==> src/logic/burst_port_pkg.sv <==
package burst_port_pkg;

  localparam int NUM_CH = 4;
  localparam int CH_W = 2;
  localparam int LANES = 4;
  localparam int ADDR_W = 16;
  localparam int DATA_W = 32;
  localparam int BYTE_W = 8;

  // Address map, byte addresses.
  localparam logic [ADDR_W-1:0] MAP_END = 16'h1000;
  localparam int CH_LSB = 10;
  localparam logic [9:0] HOLD_OFS = 10'h000;
  localparam logic [9:0] FIFO_OFS = 10'h100;
  localparam logic [9:0] STAT_OFS = 10'h200;
  localparam logic [9:0] STAT_END = 10'h3FF;

  // Line status word fields.
  localparam int LSW_DATA_BIT = 0;
  localparam int LSW_TXEMPTY_BIT = 6;

  // Transmit staging buffer.
  localparam int TXQ_DEPTH = 16;
  localparam int TXQ_W = CH_W + LANES + DATA_W;

  typedef enum logic [2:0] {
    K_NONE = 3'b000,
    K_HOLD = 3'b001,
    K_FIFO = 3'b010,
    K_STAT = 3'b011,
    K_BAD = 3'b100
  } win_kind_t;

  typedef enum logic [2:0] {
    S_IDLE = 3'b000,
    S_WPUSH = 3'b001,
    S_RLANE = 3'b010,
    S_RWAIT = 3'b011,
    S_RESP = 3'b100
  } port_state_t;

endpackage

==> src/logic/stream_if.sv <==
`timescale 1ns/100ps
`default_nettype none
interface stream_if #(parameter int WIDTH = 8);
  logic valid;
  logic ready;
  logic [WIDTH-1:0] data;
  modport src(output valid, output data, input ready);
  modport snk(input valid, input data, output ready);
endinterface
`default_nettype wire

==> src/logic/sync_fifo.sv <==
`timescale 1ns/100ps
`default_nettype none
module sync_fifo #(
  parameter int WIDTH = 8,
  parameter int DEPTH = 16
) (
  // Clock and reset.
  input wire logic clock_i,
  input wire logic rst_i,
  // Streams.
  stream_if.snk in_s,
  stream_if.src out_s
);
  localparam int PW = $clog2(DEPTH);
  localparam int CW = $clog2(DEPTH + 1);
  localparam logic [CW-1:0] FULL_CNT = CW'(DEPTH);
  localparam logic [PW-1:0] LAST_PTR = PW'(DEPTH - 1);

  typedef struct packed {
    logic [PW-1:0] wr;
    logic [PW-1:0] rd;
    logic [CW-1:0] cnt;
  } fifo_state_t;

  fifo_state_t q, d;
  logic [WIDTH-1:0] mem [DEPTH];
  logic do_wr;
  logic do_rd;

  assign in_s.ready = (q.cnt != FULL_CNT);
  assign out_s.valid = (q.cnt != '0);
  assign out_s.data = mem[q.rd];
  assign do_wr = in_s.valid && in_s.ready;
  assign do_rd = out_s.valid && out_s.ready;

  always_comb begin
    d = q;
    if (do_wr) begin
      d.wr = (q.wr == LAST_PTR) ? '0 : q.wr + 1'b1;
    end
    if (do_rd) begin
      d.rd = (q.rd == LAST_PTR) ? '0 : q.rd + 1'b1;
    end
    if (do_wr && !do_rd) begin
      d.cnt = q.cnt + 1'b1;
    end else if (do_rd && !do_wr) begin
      d.cnt = q.cnt - 1'b1;
    end
  end

  always_ff @(posedge clock_i) begin
    if (rst_i) begin
      q <= '0;
    end else begin
      q <= d;
    end
  end

  always_ff @(posedge clock_i) begin
    if (do_wr) begin
      mem[q.wr] <= in_s.data;
    end
  end
endmodule
`default_nettype wire

==> src/logic/tx_drain.sv <==
`timescale 1ns/100ps
`default_nettype none
module tx_drain
  import burst_port_pkg::*;
(
  // Clock and reset.
  input wire logic clock_i,
  input wire logic rst_i,
  // Staged words.
  stream_if.snk word_s,
  // Transmit FIFO side.
  input wire logic [NUM_CH-1:0] tx_space_i,
  output logic [NUM_CH-1:0] tx_push_o,
  output logic [BYTE_W-1:0] tx_byte_o
);
  typedef struct packed {
    logic busy;
    logic gap;
    logic [1:0] lane;
    logic [TXQ_W-1:0] word;
    logic [NUM_CH-1:0] push;
    logic [BYTE_W-1:0] byte_v;
  } drain_state_t;

  drain_state_t q, d;
  logic [CH_W-1:0] ch;
  logic [LANES-1:0] be;
  logic [DATA_W-1:0] dat;

  assign word_s.ready = !q.busy;
  assign ch = q.word[TXQ_W-1 -: CH_W];
  assign be = q.word[DATA_W +: LANES];
  assign dat = q.word[DATA_W-1:0];
  assign tx_push_o = q.push;
  assign tx_byte_o = q.byte_v;

  always_comb begin
    d = q;
    d.push = '0;
    d.gap = 1'b0;
    if (!q.busy) begin
      if (word_s.valid) begin
        d.busy = 1'b1;
        d.word = word_s.data;
        d.lane = 2'h0;
      end
    end else if (!q.gap) begin
      if (!be[q.lane] || tx_space_i[ch]) begin
        if (be[q.lane]) begin
          d.push[ch] = 1'b1;
          d.byte_v = dat[q.lane*BYTE_W +: BYTE_W];
          d.gap = 1'b1;
        end
        if (q.lane == 2'h3) begin
          d.busy = 1'b0;
        end else begin
          d.lane = q.lane + 2'h1;
        end
      end
    end
  end

  always_ff @(posedge clock_i) begin
    if (rst_i) begin
      q <= '0;
    end else begin
      q <= d;
    end
  end
endmodule
`default_nettype wire

==> src/logic/uart_fifo_burst_data_port.sv <==
`timescale 1ns/100ps
`default_nettype none
// Contract
// - The channel FIFO window moves one byte per enabled lane, 8 to 32 bits.
// - The status window returns each received byte beside its status word.
// - Bursts of up to 256 bytes run as back-to-back beats; writes stall while the 16-entry staging buffer is full.
// - The legacy holding ports move only byte lane 0, one byte per access.
// - Any mapped address takes burst beats; reserved space reads as zero.
// - Channel N decodes its FIFO window at 0x(4N+1)00 to 0x(4N+1)FF.
// - Each channel has a 512-byte status window right after its FIFO window.
// - FIFO window reads unload bytes with the oldest in the lowest lane.
// - Legacy receive holding ports sit at 0x000, 0x400, 0x800 and 0xC00.
// - Status window pairs put status in the lower lane, data above it.
// - FIFO window writes load bytes with the lowest lane first.
// - Status bit 0 shows data present and bit 6 a fully empty transmitter.
module uart_fifo_burst_data_port
  import burst_port_pkg::*;
(
  // Clock and reset.
  input wire logic clock_i,
  input wire logic rst_i,
  // Bus request.
  input wire logic req_valid_i,
  input wire logic req_write_i,
  input wire logic [ADDR_W-1:0] req_addr_i,
  input wire logic [LANES-1:0] req_be_i,
  input wire logic [DATA_W-1:0] req_wdata_i,
  output logic req_ready_o,
  // Bus response.
  output logic rsp_valid_o,
  output logic [DATA_W-1:0] rsp_rdata_o,
  output logic rsp_err_o,
  // Receive FIFO side.
  input wire logic [NUM_CH-1:0] rx_avail_i,
  input wire logic [NUM_CH-1:0][BYTE_W-1:0] rx_byte_i,
  input wire logic [NUM_CH-1:0][BYTE_W-1:0] rx_flags_i,
  input wire logic [NUM_CH-1:0] tx_empty_i,
  output logic [NUM_CH-1:0] rx_pop_o,
  // Transmit FIFO side.
  input wire logic [NUM_CH-1:0] tx_space_i,
  output logic [NUM_CH-1:0] tx_push_o,
  output logic [BYTE_W-1:0] tx_byte_o
);
  typedef struct packed {
    port_state_t st;
    logic ready;
    logic rsp_valid;
    logic [DATA_W-1:0] rdata;
    logic err;
    logic [CH_W-1:0] ch;
    logic [LANES-1:0] be;
    win_kind_t kind;
    logic [1:0] lane;
    logic [NUM_CH-1:0] pop;
    logic txq_valid;
    logic [TXQ_W-1:0] txq_data;
  } port_q_t;

  port_q_t q, d;
  win_kind_t req_kind;
  logic [NUM_CH-1:0][BYTE_W-1:0] lsw;
  logic lane_on;
  logic lane_last;
  logic [1:0] lane_step;

  stream_if #(.WIDTH(TXQ_W)) txq_in ();
  stream_if #(.WIDTH(TXQ_W)) txq_out ();

  assign txq_in.valid = q.txq_valid;
  assign txq_in.data = q.txq_data;

  assign req_ready_o = q.ready;
  assign rsp_valid_o = q.rsp_valid;
  assign rsp_rdata_o = q.rdata;
  assign rsp_err_o = q.err;
  assign rx_pop_o = q.pop;

  genvar gi;
  generate
    for (gi = 0; gi < NUM_CH; gi++) begin : g_lsw
      always_comb begin
        lsw[gi] = rx_flags_i[gi];
        lsw[gi][LSW_DATA_BIT] = rx_avail_i[gi];
        lsw[gi][LSW_TXEMPTY_BIT] = tx_empty_i[gi];
      end
    end
  endgenerate

  // Window decode of the request address.
  always_comb begin
    req_kind = K_NONE;
    if (req_addr_i >= MAP_END) begin
      req_kind = K_BAD;
    end else if (req_addr_i[9:0] >= FIFO_OFS &&
                 req_addr_i[9:0] < STAT_OFS) begin
      req_kind = K_FIFO;
    end else if (req_addr_i[9:0] >= STAT_OFS &&
                 req_addr_i[9:0] <= STAT_END) begin
      req_kind = K_STAT;
    end else if (req_addr_i[9:2] == HOLD_OFS[9:2]) begin
      req_kind = K_HOLD;
    end
  end

  // Whether the current lane is serviced, and where the next one is.
  always_comb begin
    lane_on = 1'b0;
    lane_step = 2'h1;
    case (q.kind)
      K_FIFO: begin
        lane_on = q.be[q.lane];
      end
      K_HOLD: begin
        lane_on = (q.lane == 2'h0) && q.be[0];
      end
      K_STAT: begin
        lane_on = q.be[q.lane] || q.be[q.lane + 2'h1];
        lane_step = 2'h2;
      end
      default: begin
        lane_on = 1'b0;
      end
    endcase
    lane_last = (q.lane == 2'h3) || (q.kind == K_STAT && q.lane == 2'h2);
  end

  always_comb begin
    d = q;
    d.pop = '0;
    d.rsp_valid = 1'b0;
    case (q.st)
      S_IDLE: begin
        d.ready = 1'b1;
        if (req_valid_i && q.ready) begin
          d.ready = 1'b0;
          d.ch = req_addr_i[CH_LSB +: CH_W];
          d.be = req_be_i;
          d.kind = req_kind;
          d.lane = 2'h0;
          d.rdata = '0;
          d.err = 1'b0;
          if (req_kind == K_BAD) begin
            d.err = 1'b1;
            d.rsp_valid = 1'b1;
            d.st = S_RESP;
          end else if (req_write_i) begin
            if (req_kind == K_FIFO && req_be_i != '0) begin
              d.txq_valid = 1'b1;
              d.txq_data = {req_addr_i[CH_LSB +: CH_W], req_be_i,
                            req_wdata_i};
              d.st = S_WPUSH;
            end else if (req_kind == K_HOLD && req_be_i[0]) begin
              d.txq_valid = 1'b1;
              d.txq_data = {req_addr_i[CH_LSB +: CH_W], 4'h1,
                            req_wdata_i};
              d.st = S_WPUSH;
            end else begin
              d.rsp_valid = 1'b1;
              d.st = S_RESP;
            end
          end else if (req_kind == K_NONE) begin
            d.rsp_valid = 1'b1;
            d.st = S_RESP;
          end else begin
            d.st = S_RLANE;
          end
        end
      end
      S_WPUSH: begin
        if (txq_in.ready) begin
          d.txq_valid = 1'b0;
          d.rsp_valid = 1'b1;
          d.st = S_RESP;
        end
      end
      S_RLANE: begin
        if (lane_on && rx_avail_i[q.ch]) begin
          d.pop[q.ch] = 1'b1;
          if (q.kind == K_STAT) begin
            d.rdata[q.lane*BYTE_W +: BYTE_W] = lsw[q.ch];
            d.rdata[(q.lane+2'h1)*BYTE_W +: BYTE_W] = rx_byte_i[q.ch];
          end else begin
            d.rdata[q.lane*BYTE_W +: BYTE_W] = rx_byte_i[q.ch];
          end
          d.st = S_RWAIT;
        end else begin
          if (lane_on && q.kind == K_STAT) begin
            d.rdata[q.lane*BYTE_W +: BYTE_W] = lsw[q.ch];
          end
          if (lane_last) begin
            d.rsp_valid = 1'b1;
            d.st = S_RESP;
          end else begin
            d.lane = q.lane + lane_step;
          end
        end
      end
      S_RWAIT: begin
        if (lane_last) begin
          d.rsp_valid = 1'b1;
          d.st = S_RESP;
        end else begin
          d.lane = q.lane + lane_step;
          d.st = S_RLANE;
        end
      end
      S_RESP: begin
        d.ready = 1'b1;
        d.st = S_IDLE;
      end
      default: begin
        d.st = S_IDLE;
      end
    endcase
  end

  always_ff @(posedge clock_i) begin
    if (rst_i) begin
      q <= '0;
    end else begin
      q <= d;
    end
  end

  sync_fifo #(
    .WIDTH(TXQ_W),
    .DEPTH(TXQ_DEPTH)
  ) u_txq (
    .clock_i(clock_i),
    .rst_i(rst_i),
    .in_s(txq_in),
    .out_s(txq_out)
  );

  tx_drain u_drain (
    .clock_i(clock_i),
    .rst_i(rst_i),
    .word_s(txq_out),
    .tx_space_i(tx_space_i),
    .tx_push_o(tx_push_o),
    .tx_byte_o(tx_byte_o)
  );
endmodule
`default_nettype wire

==> config.mk <==
export PLATFORM = sky130hd
export DESIGN_NAME = uart_fifo_burst_data_port
export DESIGN_NICKNAME = d
export VERILOG_FILES = /design/src/logic/burst_port_pkg.sv /design/src/logic/stream_if.sv /design/src/logic/sync_fifo.sv /design/src/logic/tx_drain.sv /design/src/logic/uart_fifo_burst_data_port.sv
export SDC_FILE = /design/constraint.sdc
export NUM_CORES = 1
export LEC_CHECK = 0
export ABC_AREA = 1
export ABC_CLOCK_PERIOD_IN_PS = 3300
export BUFFER_PORTS_ARGS = -buffer_cell sky130_fd_sc_hd__buf_2
export CAP_MARGIN = 10
export CORE_MARGIN = 5
export CORE_UTILIZATION = 61
export DETAILED_ROUTE_END_ITERATION = 10
export PLACE_DENSITY_LB_ADDON = 0.05
export SYNTH_ARGS = -nofsm -noshare
export SYNTH_HDL_FRONTEND = slang
export SYNTH_SLANG_ARGS = --single-unit
==> constraint.sdc <==
create_clock -name clock_i -period 3.3 [get_ports clock_i]
set_input_delay 0.165 -clock clock_i [delete_from_list [all_inputs] [get_ports clock_i]]
set_output_delay 0.165 -clock clock_i [all_outputs]
set_load 0.005 [all_outputs]
==> implementation parameters <==
Parameter                              Value

Layout
  Signed area change from the synthesized netlist to the final layout ... 12.7%
  Commonest non-fill, non-tap cell in the layout ... edfxtp_1
  Share of layout cells above drive strength 1 ... 12.3%
  Final Core Density ... 69.6%
  Commonest cells after routing, fill and taps aside ... 608 x edfxtp_1, 563 x nor2_1, 431 x o21ai_0
  Final #Nets ... 3487
  Final instance area ... 37600 µm²

Setup path
  Number of gates on the worst path with buffers counted ... 7
  Largest driver fanout on the critical path ... 20
  Origin of the worst setup path ... u_txq.q[0]$_SDFFE_PP0P_
  Startpoint of the worst-slack reg-to-reg timing path ... u_txq.q[0]$_SDFFE_PP0P_
  Internal reg-to-reg setup slack ... 390 ps
  Worst Path Class, Setup ... register to register
  Depth of the worst register-to-register path ... 7
  Arrival time reported for the critical path endpoint ... 3170 ps
  Worst Setup Start Kind ... register
  Stage delay of the slowest cell on the critical path ... 770 ps
  Buffers plus inverters on the worst setup path ... 2
  Worst path top cell family by delay ... simple AND/OR/NAND/NOR gates
  Element type at the critical path end ... register
  Critical Path, Cell by Cell ... nor4_1, nand2_1, nand2_2, inv_1, nand2_1, nor2_4, buf_4
  Cell type with the highest occurrence count on the critical path ... nand2_1
  Req. time, crit path ... 3560 ps
  Standard cell with the maximum stage delay on the critical path ... nor2_4

Timing
  Setup Skew ... 28.1 ps
  Number of failing setup endpoints in the final timing report ... 0
  Unrepaired setup endpoints after global routing ... false
  Post-layout minimum cycle time ... 2910 ps
  Worst setup slack after layout ... 389 ps
  Setup TNS after final layout ... 0 ps
  Final period util ... 88.2%
  Final hold viol count ... 0
  Worst Tran Pin Value ... 1140 ps
  Final Max Slew Viols ... 0
  Top achievable clock speed ... 344 MHz
  Relative slew slack ... 24.1%

CTS
  Count of H-tree levels built during CTS ... 3
  CTS Buf Count ... 77
  Buffer levels on the longest clock path ... 3
  Insertion delay to the later sink of the worst-skew pair ... 630 ps
  Clock-pin slew on the worst setup and hold paths ... 60 ps
  Clock tree from TritonCTS ... built
  Cell at the root of the clock tree ... clkbuf_16
  TritonCTS sink count ... 770

Synth
  Area of the mapped netlist ... 33400 µm²
  Count of state elements after synthesis ... 770
  Sequential element share of the synthesized area ... 64.4%
  Number of enable-type register cells in the synthesized netlist ... 608
  Number of nets in the synthesized netlist ... 3383
  Top_reg_cell synth ... edfxtp_1
  Yosys warnings ... 0
  Count of cell types in the netlist ... 47
  Avg Synthesized Cell Area ... 10.3 µm²
  FFs w/ async S/R, synth ... 0%
  Mapped Cells ... 3232

Global route
  Congestion Overflow GR ... 0
  Via count of the first global-routing pass ... 23587
  Pin count of the biggest net entering global routing ... 161
  Antenna violations before repair ... 0
  Met1 track demand over resource in global routing ... 40.5%
  Most congested layer reported by global routing ... met2
  Met2 usage in global routing ... 47.6%
  Global-route met3 utilization ... 4.66%
  Wire length of the first global-routing pass ... 135000 µm
  Gr usage total ... 28.9%

Drt
  Drt total wl ... 87800 µm
  1st-pass router iterations ... 6
  Post-route DRC ... 0
  Count of vias placed by the detailed router ... 24753
  Drt initial violations ... 2522
  Routed vias/inst ... 6.04
  DRT antenna net count ... 0
  Drt wl/cell ... 21.4 µm

Job
  Number of max-capacitance violations reported ... 0

Floorplanning
  Number of core rows ... 85
  Height of the die ... 244 µm
  Core area ... 54000 µm²
  Horizontal die dimension ... 244 µm
  I/O Pins ... 183
  Effective utilization at floorplan ... 61.8%
  Area of the die ... 59500 µm²

Place
  Weighted congestion at the end of routability-driven global placement ... 0.898
  Instance area at placement ... 34600 µm²
  HPWL after detailed placement ... 50100 µm
  Port buffer count ... 172
  Worst slack, placed ... 277 ps

Power
  Total power divided by cell area ... 710 nW/µm²
  Peak supply drop ... 0.000847 V
  Leakage component of the power ... 13.7 nW

Hold path
  Hold Path Depth ... 5
  Classification of the worst-slack hold path ... input pin to register
  HP Start ... req_addr_i[13]

Status
  Outcome ... finished, final reports clean
cells by family after synthesis:
family | after synthesis | synth area share [%]
AOI/OAI and AO/OA | 772 | 13.2
xor gates and xnor gates | 5 | 0.131
adders and majority gates | 19 | 0.735
buffers and inverters | 463 | 6.24
DFF | 770 | 64.4
and+or+nand+nor | 1203 | 15.3
synth_stat cells (2+ instances only):
cell type,n,area share [%]
nand2_1,312,3.5
xnor2_1,2,0.053
ha_1,18,0.68
nand3b_1,2,0.045
inv_2,10,0.11
o22ai_1,12,0.22
nor2_4,4,0.13
inv_1,188,2.1
a21oi_1,104,1.6
buf_2,54,0.81
dfxtp_1,162,9.7
nor2_1,579,6.5
a21boi_0,3,0.067
a31oi_1,8,0.15
o21ai_1,20,0.30
nand3_2,7,0.21
a22oi_1,5,0.11
nand4_1,42,0.79
o211ai_1,180,4.0
nor2_2,4,0.075
nand2_4,2,0.067
buf_6,9,0.30
o21ai_0,431,6.5
nand2_2,2,0.037
clkbuf_1,117,1.3
nand3_1,229,3.4
xor2_1,3,0.079
buf_4,55,1.2
clkinv_1,6,0.067
nor3_1,14,0.21
edfxtp_1,608,55
buf_1,22,0.25
a211oi_1,4,0.090
worst min-delay path, cell delays in order:
cell,delay (ps)
buf_2,70
nor2_1,30
nand2_1,170
nor2_4,90
nor2_1,100
routing by layer:
layer,part of all wire (%),vias up
met5,0,-
met4,2.6,0
met3,8.2,181
met2,48,1143
met1,41,11895
li1,-,11534
final timing paths:
path / endpoint
hold / removal: rsp_err_o$_SDFFE_PP0P_
hold reg to reg: txq_in.valid$_SDFFE_PP0P_
setup reg to reg: u_txq.mem[8][26]$_DFFE_PP_
setup / recovery: u_txq.mem[8][26]$_DFFE_PP_
state kept, by name, summed over array words and instances (netlist names), 2 cells and up, named ones only:
register	flops
u_drain.q	4
u_drain.tx_byte_o	8
txq_in.data	38
u_txq.mem	608
rsp_rdata_o	32
u_drain.ch	2
u_txq.q	13
u_drain.dat	32
u_drain.tx_push_o	4
q	13
rx_pop_o	4
u_drain.be	4
where the power goes:
part           switching (mW)  internal [mW]  total [mW]
registers               0.379           10.7        11.1
clock network            3.66           5.18        8.84
logic                    4.55           2.20        6.76
total                    8.59           18.1        26.7
final cells by class:
class                   count  area (µm²)
diodes                      1        2.50
clock buffers             111        2170
clock inverters            30         402
fillers                  3989       16400
inverters                 206         787
multi-input cells        1999        9910
flip-flops and latches    770       21500
well taps                 696         871
repair buffers            282        1940
stage by stage:
stage	hold WS, ps	instances	total power [mW]
final	39.5	4095	26.7
after global routing	51.6	4094	28.1
after CTS	11.6	4094	26.8
after detailed placement	440	3911	17.9
after global placement	439	3911	17.8
after floorplan	300	3232	15.9
what timing repair did:
action,in CTS,in global routing
setup buffers,0,0
hold buffers,42,0
hold endpoints to repair,50,0
resized for setup,0,1
setup endpoints to repair,0,1
(Power assumes the default switching activity.)
